**src/pkg/psp_pkg.sv**
```systemverilog
`default_nettype none
// ============================================================
// Shared constants and types for the pairing and status pins.
package psp_pkg;

    // ========================================================
    // Timing.
    localparam int unsigned CLK_HZ        = 100_000_000;
    localparam int unsigned RST_HOLD_MS   = 1000;
    localparam int unsigned PAIR_HOLD_MS  = 2000;
    localparam int unsigned RST_HOLD_CYC  = (CLK_HZ / 1000) * RST_HOLD_MS;
    localparam int unsigned PAIR_HOLD_CYC = (CLK_HZ / 1000) * PAIR_HOLD_MS;

    // ========================================================
    // Device settings after a factory restore.
    localparam logic        RST_RSP_EN = 1'b1;
    localparam logic        RST_AUTH   = 1'b0;
    localparam logic        RST_ENCR   = 1'b0;
    localparam logic [15:0] RST_PIN    = 16'h0000;

    // ========================================================
    // Controller register map (word index) and field positions.
    localparam logic [3:0] REG_CTRL     = 4'h0;
    localparam logic [3:0] REG_STATUS   = 4'h1;
    localparam logic [3:0] REG_IRQ_STAT = 4'h2;
    localparam logic [3:0] REG_IRQ_MASK = 4'h3;
    localparam int CTRL_RESET   = 0;
    localparam int CTRL_FIRST   = 1;
    localparam int CTRL_SECOND  = 2;
    localparam int ST_BUSY      = 0;
    localparam int ST_LINK      = 1;
    localparam int ST_KIND_LSB  = 2;
    localparam int IRQ_LINK_UP  = 0;
    localparam int IRQ_LINK_DN  = 1;
    localparam int IRQ_RSP      = 2;
    localparam int IRQ_DONE     = 3;
    localparam logic [3:0] RST_IRQ_MASK = 4'h0;

    // ========================================================
    // Enumerations.
    typedef enum logic [1:0] {
        command_wait_mode       = 2'h0,
        reconnect_initiate_mode = 2'h1,
        reconnect_accept_mode   = 2'h2,
        open_accept_mode        = 2'h3
    } psp_mode_t;

    typedef enum logic [1:0] {
        RSP_ACK        = 2'h0,
        RSP_ERROR      = 2'h1,
        RSP_CONNECT    = 2'h2,
        RSP_DISCONNECT = 2'h3
    } psp_rsp_t;

    typedef enum logic [1:0] {
        P_IDLE  = 2'h0,
        P_OPEN  = 2'h1,
        P_ARMED = 2'h3,
        P_INIT  = 2'h2
    } psp_pair_t;

    typedef enum logic [2:0] {
        H_IDLE = 3'h0,
        H_LOW1 = 3'h1,
        H_HIGH = 3'h3,
        H_LOW2 = 3'h2,
        H_RST  = 3'h4
    } psp_seq_t;

endpackage
`default_nettype wire

```
**src/pkg/psp_if.sv**
```systemverilog
`timescale 1ns/10ps
`default_nettype none
// ============================================================
// Pins between the host controller and the serial-cable unit.
interface psp_if;
    import psp_pkg::*;
    logic     rst_n;
    logic     pair_n;
    logic     link_detect_out_n;
    logic     rsp_valid;
    psp_rsp_t rsp_kind;

    modport device (
        input  rst_n,
        input  pair_n,
        output link_detect_out_n,
        output rsp_valid,
        output rsp_kind
    );
    modport host (
        output rst_n,
        output pair_n,
        input  link_detect_out_n,
        input  rsp_valid,
        input  rsp_kind
    );
endinterface
`default_nettype wire

```
**src/psp_device.sv**
```systemverilog
// Implementation choices: the plain strobed port and the register addresses.
`timescale 1ns/10ps
`default_nettype none
// ============================================================
// Unit end: pin timing, mode changes, responses and settings.
module psp_device
    import psp_pkg::*;
#(
    parameter int unsigned RST_CYC  = RST_HOLD_CYC,
    parameter int unsigned PAIR_CYC = PAIR_HOLD_CYC
) (
    input  wire logic        i_clk,
    input  wire logic        i_rst,
    psp_if.device            pins,
    input  wire logic        i_link_up,
    input  wire logic        i_cmd_done,
    input  wire logic        i_cmd_ok,
    input  wire logic        i_set_valid,
    input  wire psp_mode_t   i_set_mode,
    input  wire logic        i_set_auth,
    input  wire logic        i_set_encr,
    input  wire logic        i_set_rsp_en,
    input  wire logic [15:0] i_set_pin,
    output logic             o_defaults,
    output psp_mode_t        o_mode,
    output logic             o_master,
    output logic             o_auth_en,
    output logic             o_encr_en,
    output logic [15:0]      o_pin_code,
    output logic             o_rsp_en,
    output logic             o_pairing
);

    // ========================================================
    // State.
    typedef struct packed {
        logic [1:0]  rst_sync;
        logic [1:0]  pair_sync;
        logic        pair_prev;
        logic [31:0] rst_cnt;
        logic [31:0] pair_cnt;
        psp_pair_t   pst;
        psp_mode_t   mode;
        logic        master;
        logic        link;
        logic        auth;
        logic        encr;
        logic [15:0] pin;
        logic        rsp_en;
        logic        rsp_valid;
        psp_rsp_t    rsp_kind;
        logic        defaults;
    } psp_dev_t;

    localparam psp_dev_t DEV_RESET = '{
        rst_sync:  2'h3,
        pair_sync: 2'h3,
        pair_prev: 1'b1,
        rst_cnt:   32'h0,
        pair_cnt:  32'h0,
        pst:       P_IDLE,
        mode:      command_wait_mode,
        master:    1'b0,
        link:      1'b0,
        auth:      RST_AUTH,
        encr:      RST_ENCR,
        pin:       RST_PIN,
        rsp_en:    RST_RSP_EN,
        rsp_valid: 1'b0,
        rsp_kind:  RSP_ACK,
        defaults:  1'b0
    };

    psp_dev_t s_q;
    psp_dev_t s_d;

    // Saturating increment so a long hold never wraps and refires.
    function automatic logic [31:0] sat_inc(input logic [31:0] v);
        sat_inc = (v == 32'hffff_ffff) ? v : v + 32'h1;
    endfunction

    logic rst_low;
    logic pair_lvl;
    logic pair_held;
    logic link_rise;
    logic link_fall;
    logic rsp_allowed;

    always_comb begin
        s_d = s_q;
        rst_low   = ~s_q.rst_sync[1];
        pair_lvl  = s_q.pair_sync[1];
        link_rise = i_link_up & ~s_q.link;
        link_fall = ~i_link_up & s_q.link;

        // Pins arrive from another chip and pass two flops first.
        s_d.rst_sync  = {s_q.rst_sync[0], pins.rst_n};
        s_d.pair_sync = {s_q.pair_sync[0], pins.pair_n};
        s_d.pair_prev = pair_lvl;
        s_d.defaults  = 1'b0;
        s_d.rsp_valid = 1'b0;

        if (pair_lvl != s_q.pair_prev) begin
            s_d.pair_cnt = 32'h1;
        end else begin
            s_d.pair_cnt = sat_inc(s_q.pair_cnt);
        end
        // The hold fires exactly once, when the level has stood long
        // enough; anything shorter never reaches the compare.
        pair_held = (pair_lvl == s_q.pair_prev)
                  && (s_q.pair_cnt == PAIR_CYC - 1);

        s_d.link = i_link_up;

        if (i_set_valid) begin
            s_d.mode = i_set_mode;
        end
        if (i_set_valid) begin
            s_d.auth = i_set_auth;
            s_d.encr = i_set_encr;
            s_d.pin  = i_set_pin;
        end
        if (i_set_valid) begin
            s_d.rsp_en = i_set_rsp_en;
        end

        case (s_q.pst)
            P_IDLE: begin
                if (pair_held && !pair_lvl && !rst_low) begin
                    s_d.mode   = open_accept_mode;
                    s_d.pst    = P_OPEN;
                    s_d.rsp_en = 1'b0;
                end
            end
            P_OPEN: begin
                if (link_rise) begin
                    s_d.pst = P_IDLE;
                end else if (pair_held && pair_lvl) begin
                    s_d.pst = P_ARMED;
                end
            end
            P_ARMED: begin
                if (link_rise) begin
                    s_d.pst = P_IDLE;
                end else if (pair_held && !pair_lvl) begin
                    s_d.mode = reconnect_initiate_mode;
                    s_d.pst  = P_INIT;
                end
            end
            P_INIT: begin
                if (link_rise) begin
                    s_d.pst = P_IDLE;
                end
            end
            default: begin
                s_d.pst = P_IDLE;
            end
        endcase

        if (link_rise && s_q.pst == P_INIT) begin
            s_d.master = 1'b1;
        end else if (link_rise && s_q.pst != P_IDLE) begin
            // The first unit keeps waiting for this partner from now
            // on, so both ends reconnect after a restart.
            s_d.master = 1'b0;
            s_d.mode   = reconnect_accept_mode;
        end else if (link_rise) begin
            s_d.master = (s_q.mode == reconnect_initiate_mode);
        end

        rsp_allowed = s_q.rsp_en && (s_q.pst == P_IDLE) && !link_rise;
        if (s_q.rsp_en && s_q.pst == P_IDLE) begin
            if (link_rise) begin
                s_d.rsp_valid = 1'b1;
                s_d.rsp_kind  = RSP_CONNECT;
            end else if (link_fall) begin
                s_d.rsp_valid = 1'b1;
                s_d.rsp_kind  = RSP_DISCONNECT;
            end else if (i_cmd_done) begin
                s_d.rsp_valid = 1'b1;
                s_d.rsp_kind  = i_cmd_ok ? RSP_ACK : RSP_ERROR;
            end
        end
        if (!rsp_allowed && !link_rise) begin
            s_d.rsp_valid = s_d.rsp_valid & s_q.rsp_en
                          & (s_q.pst == P_IDLE);
        end

        if (!rst_low) begin
            s_d.rst_cnt = 32'h0;
        end else begin
            s_d.rst_cnt = sat_inc(s_q.rst_cnt);
        end
        if (rst_low && s_q.rst_cnt == RST_CYC - 1) begin
            s_d.mode     = command_wait_mode;
            s_d.pst      = P_IDLE;
            s_d.master   = 1'b0;
            s_d.auth     = RST_AUTH;
            s_d.encr     = RST_ENCR;
            s_d.pin      = RST_PIN;
            s_d.rsp_en   = RST_RSP_EN;
            s_d.defaults = 1'b1;
        end
    end

    always_ff @(posedge i_clk or posedge i_rst) begin
        if (i_rst) begin
            s_q <= DEV_RESET;
        end else begin
            s_q <= s_d;
        end
    end

    // ========================================================
    // Outputs.
    // Active low detect
    assign pins.link_detect_out_n = ~s_q.link;
    assign pins.rsp_valid         = s_q.rsp_valid;
    assign pins.rsp_kind          = s_q.rsp_kind;
    assign o_defaults             = s_q.defaults;
    assign o_mode                 = s_q.mode;
    assign o_master               = s_q.master;
    assign o_auth_en              = s_q.auth;
    assign o_encr_en              = s_q.encr;
    assign o_pin_code             = s_q.pin;
    assign o_rsp_en               = s_q.rsp_en;
    assign o_pairing              = (s_q.pst != P_IDLE);

endmodule
`default_nettype wire

```
**src/flat_wrapper.sv**
```systemverilog
// flat-port wrapper written by rule: the top's interface ports become plain ports
module psp_device_flat import psp_pkg::*;
#(
    parameter int unsigned RST_CYC  = RST_HOLD_CYC,
    parameter int unsigned PAIR_CYC = PAIR_HOLD_CYC
)
  (i_clk, i_rst, i_link_up, i_cmd_done, i_cmd_ok, i_set_valid, i_set_mode, i_set_auth, i_set_encr, i_set_rsp_en, i_set_pin, o_defaults, o_mode, o_master, o_auth_en, o_encr_en, o_pin_code, o_rsp_en, o_pairing, pins_rst_n, pins_pair_n, pins_link_detect_out_n, pins_rsp_valid, pins_rsp_kind);
  psp_if pins_i ();
  input  wire logic i_clk;
  input  wire logic i_rst;
  input  wire logic i_link_up;
  input  wire logic i_cmd_done;
  input  wire logic i_cmd_ok;
  input  wire logic i_set_valid;
  input  wire psp_mode_t i_set_mode;
  input  wire logic i_set_auth;
  input  wire logic i_set_encr;
  input  wire logic i_set_rsp_en;
  input  wire logic [15:0] i_set_pin;
  output logic o_defaults;
  output psp_mode_t o_mode;
  output logic o_master;
  output logic o_auth_en;
  output logic o_encr_en;
  output logic [15:0] o_pin_code;
  output logic o_rsp_en;
  output logic o_pairing;
  input wire logic [$bits(pins_i.rst_n)-1:0] pins_rst_n;
  input wire logic [$bits(pins_i.pair_n)-1:0] pins_pair_n;
  output wire logic [$bits(pins_i.link_detect_out_n)-1:0] pins_link_detect_out_n;
  output wire logic [$bits(pins_i.rsp_valid)-1:0] pins_rsp_valid;
  output wire logic [$bits(pins_i.rsp_kind)-1:0] pins_rsp_kind;
  assign pins_i.rst_n = pins_rst_n;
  assign pins_i.pair_n = pins_pair_n;
  assign pins_link_detect_out_n = pins_i.link_detect_out_n;
  assign pins_rsp_valid = pins_i.rsp_valid;
  assign pins_rsp_kind = pins_i.rsp_kind;
  psp_device #(.RST_CYC(RST_CYC), .PAIR_CYC(PAIR_CYC)) u_core (.i_clk(i_clk), .i_rst(i_rst), .pins(pins_i), .i_link_up(i_link_up), .i_cmd_done(i_cmd_done), .i_cmd_ok(i_cmd_ok), .i_set_valid(i_set_valid), .i_set_mode(i_set_mode), .i_set_auth(i_set_auth), .i_set_encr(i_set_encr), .i_set_rsp_en(i_set_rsp_en), .i_set_pin(i_set_pin), .o_defaults(o_defaults), .o_mode(o_mode), .o_master(o_master), .o_auth_en(o_auth_en), .o_encr_en(o_encr_en), .o_pin_code(o_pin_code), .o_rsp_en(o_rsp_en), .o_pairing(o_pairing));
endmodule
```
**config.mk**
```make
export PLATFORM = sky130hd
export DESIGN_NAME = psp_device_flat
export DESIGN_NICKNAME = d
export VERILOG_FILES = /design/src/pkg/psp_pkg.sv /design/src/pkg/psp_if.sv /design/src/psp_device.sv /design/src/flat_wrapper.sv
export SDC_FILE = /design/constraint.sdc
export NUM_CORES = 1
export LEC_CHECK = 0
export BUFFER_PORTS_ARGS = -buffer_cell sky130_fd_sc_hd__buf_2
export CORE_MARGIN = 10
export CORE_UTILIZATION = 55
export CTS_CLUSTER_SIZE = 12
export DETAILED_ROUTE_END_ITERATION = 16
export GPL_ROUTABILITY_DRIVEN = 0
export GPL_TIMING_DRIVEN = 0
export PLACE_DENSITY_LB_ADDON = 0.15
export SLEW_MARGIN = 20
export SYNTH_ARGS = -nofsm -noshare
export SYNTH_HDL_FRONTEND = slang
export SYNTH_SLANG_ARGS = --single-unit
```
**constraint.sdc**
```tcl
create_clock -name i_clk -period 6 [get_ports i_clk]
set_input_delay 1.2 -clock i_clk [delete_from_list [all_inputs] [get_ports i_clk]]
set_output_delay 1.2 -clock i_clk [all_outputs]
set_load 0.1 [all_outputs]
```
==> flow_summary.ini <==
[run_status]
status = completed

[placed_design]
postPlaceCellArea_um2 = 5910
place.detailed.hpwl_um = 9220
io_buffers = 55

[power]
p_seq_share_pct = 51.2
power_density_nw_per_um2 = 227
leakage_nw = 2.50
power.share.clock_pct = 28.8
combPwrFrac_pct = 20.1
ir_drop_mv = 0.169
netSwitchingPower_mw = 0.469
internal_power_mw = 0.915
swShare_pct = 33.9

[logic_synthesis]
muxShareOfSynthArea_pct = 5.02
synth_top_area_share_pct = 42.3
ys.flop_type = dfrtp_1
synthXorXnorAreaFrac_pct = 2.72
synth_cell_type_count = 59
async_flop_share_pct = 100
yosysWarnings = 0
ys_seq_area_share_pct = 45.2
synth_top_area_cell = dfrtp_1
synth_top_family_by_area = simple AND/OR/NAND/NOR gates
synth_adder_area_share_pct = 1.84
ys_seq_elements = 98
yosys-top-cells-area = dfrtp_1 42%, mux2i_1 4.6%, a21oi_1 3.9%, nor2_1 3.7%, or4_1 3.2%
synthSimpleGateAreaFrac_pct = 25.9
synthCells = 578
synth_edf_count = 0
synth_compound_area_share_pct = 13.6
synth_nets = 615
syn_area_um2 = 5440
syn_avg_cell_area_um2 = 9.41

[die]
io_pins = 57
initial_core_util_pct = 56.1
num_rows = 36
core_um2 = 9680
die_area_um2 = 14300
die_h_um = 119
die_w_um = 119

[timing]
rsz0062_at_grt = no
tightestPinTransition_ps = 788
hold_viol_final = 0
clock_skew_ps = 10.5
post-route-period-util_pct = 50.9
final_max_slew_viol_count = 0
relSlewSlack_pct = 47.3
setup_tns_ps = 0
finalCriticalPeriod_ps = 3050
setup_viol = 0
max_freq_mhz = 328

[grt]
grt_overflow = 0
grt_max_degree = 71
antenna_found_initial = 0
grt_pass1_wl_um = 21500
track_usage_pct = 17.9
grt_pass1_vias = 4463

[cts]
post-cts-setup-buffers = 0
cts_hold_buf = 0
cts_buffers = 9
path_clk_slew_ps = 90
cts_resized = 0
cts.sinks = 98
htree_levels = 3
cts_tree = done
clock_latency_ps = 380
cts_root_buffer = clkbuf_8
cts_buffer_depth = 2

[worst_setup_path]
crit_path_end_kind = output port
cp.required_ps = 4800
start_kind = flop
crit_type = reg -> out
worstPathArrival_ps = 1850
worstPathMaxFanout = 10
rr_startpoint = u_core.s_q[74]$_DFFE_PP0P_
worstSetupStartpoint = u_core.s_q[27]$_DFFE_PP0P_

[route]
antenna_left = 0
drc = 0
drt_pass1_iterations = 5
drtIter0Drc = 285
avgRoutedWirePerCell_um = 16.0
num_vias = 4631
vias_per_cell = 5.92
finalWirelength_um = 12600

[cells_and_area]
fillers = 839
area_growth_pct = 12.0
drive_gt1_share_pct = 17.7
diodes = 0
final_area_um2 = 6090
regArea_um2 = 2460
fin_util_pct = 62.9
nets = 682
multi_input_area_um2 = 2670

[job]
max_cap_violations = 0

[hold_path]
min_path_type = reg -> reg
hold_start = u_core.s_d[97]$_DFF_PP1_
==> layout make-up <==
type | count | area share [%]
inverter | 16 | 1.07
tap | 133 | 2.73
timing repair buffer | 56 | 4.97
sequential | 98 | 40.4
multi-input combinational | 418 | 43.8
clock buffer | 10 | 2.26
clock inverter | 5 | 0.637
buffer | 46 | 4.11
==> flip-flops by register name, indices dropped and copies added (netlist names) <==
name,count
u_core.s_q,69
u_core.o_auth_en,1
u_core.pair_lvl,1
u_core.o_defaults,1
u_core.o_encr_en,1
u_core.pins.rsp_valid,1
u_core.o_rsp_en,1
u_core.o_pin_code,16
u_core.o_mode,2
u_core.pins.rsp_kind,2
u_core.o_master,1
u_core.s_d,2
==> layout by cell type, fill, tap and decap left out, types with 3 or more instances in the layout <==
cell type | netlist | routed
nand4_1 | 24 | 24
nor4b_1 | 3 | 3
nand2_1 | 40 | 40
mux2i_1 | 25 | 25
buf_2 | 2 | 57
nand3_1 | 19 | 19
nor2_1 | 53 | 53
or4_1 | 23 | 23
clkinvlp_4 | 0 | 4
o21ai_0 | 26 | 26
o31ai_1 | 19 | 19
or2_2 | 5 | 5
or3_1 | 22 | 22
dfrtp_1 | 92 | 92
nor4_1 | 14 | 14
a21oi_1 | 42 | 42
ha_1 | 8 | 8
dfstp_2 | 6 | 6
clkbuf_1 | 24 | 24
nand2b_1 | 4 | 4
clkbuf_8 | 0 | 10
and4_1 | 7 | 7
xnor2_1 | 7 | 7
nor2b_1 | 3 | 3
a31oi_1 | 4 | 4
and3_1 | 10 | 10
buf_4 | 20 | 20
inv_1 | 16 | 15
nor3_1 | 11 | 11
xor2_1 | 8 | 8
==> power by group through the flow <==
stage | Combinational, mW | Clock [mW] | Sequential, mW
final | 0.278 | 0.398 | 0.709
after global routing | 0.295 | 0.437 | 0.713
after CTS | 0.282 | 0.412 | 0.709
after detailed placement | 0.281 | 0 | 0.722
after global placement | 0.274 | 0 | 0.720
after floorplan | 0.203 | 0 | 0.745
==> critical path, cell delays in order (launching register included) <==
cell,delay [ps]
dfrtp_1,420
inv_1,100
ha_1,190
clkbuf_1,200
inv_1,120
buf_2,440
==> logic make-up (layout without fill, tap and decap cells) <==
| logic type | count (synthesis) | count (layout) |
|---|---|---|
| DFF | 98 | 98 |
| xor gates and xnor gates | 16 | 16 |
| adders and majority gates | 8 | 8 |
| AOI/OAI and AO/OA | 115 | 115 |
| buffers and inverters | 62 | 133 |
| and+or+nand+nor | 252 | 252 |
| muxes | 27 | 27 |
==> Yosys cell counts (2+ instances only) <==
master and number:
o211a_1 2, a21oi_1 42, a211oi_1 2, nor3_1 11, or4_1 23, nor4b_1 3, a31oi_1 4, nand3_1 19
dfstp_2 6, nor2_1 53, o41ai_2 2, o2111ai_1 2, nor4_1 14, or2_2 5, xor2_1 8, nand4_1 24
nor4bb_1 2, mux2_2 2, mux2i_1 25, xnor2_1 7, o21ai_0 26, nand2b_1 4, nand4b_1 2, o31ai_1 19
inv_1 16, nand2_1 40, a2111oi_0 2, dfrtp_1 92, clkbuf_1 24, and4_1 7, or3_1 22, buf_2 2
and3_1 10, a41oi_1 2, ha_1 8, nor2b_1 3, and3b_1 2, buf_4 20
==> per-stage QoR <==
step | instances | worst slack, ps | hold WS, ps | power (mW)
2_1_floorplan | 578 | 2250 | 345 | 0.948
3_3_place_gp | 766 | 1120 | 350 | 0.994
3_5_place_dp | 767 | 2690 | 351 | 1.00
4_1_cts | 782 | 2940 | 366 | 1.40
5_1_grt | 782 | 2830 | 374 | 1.45
6_report | 782 | 2950 | 363 | 1.38
==> routing by layer <==
layer  GRT usage [%]  part of all wire (%)  wire, µm  up-vias
met2            30.2                    49      6170      104
met4            7.32                   1.8       227        0
met1            22.5                    45      5650     2236
met3            2.60                   4.0       507       16
li1                -                     -         -     2275
met5               0                     0         0        -
==> worst paths after layout <==
path,end,slack (ps),cells after the start
max,o_pairing,2950,5
min,u_core.s_q[97]$_DFF_PP1_,360,0
max reg2reg,u_core.s_q[75]$_DFFE_PP0P_,3290,7
min reg2reg,u_core.s_q[97]$_DFF_PP1_,360,0
max in group asynchronous,u_core.o_rsp_en$_DFF_PP1_,4570,3
min in group asynchronous,u_core.s_q[91]$_DFFE_PP0P_,770,2
Power figures use the tool's default switching activity.
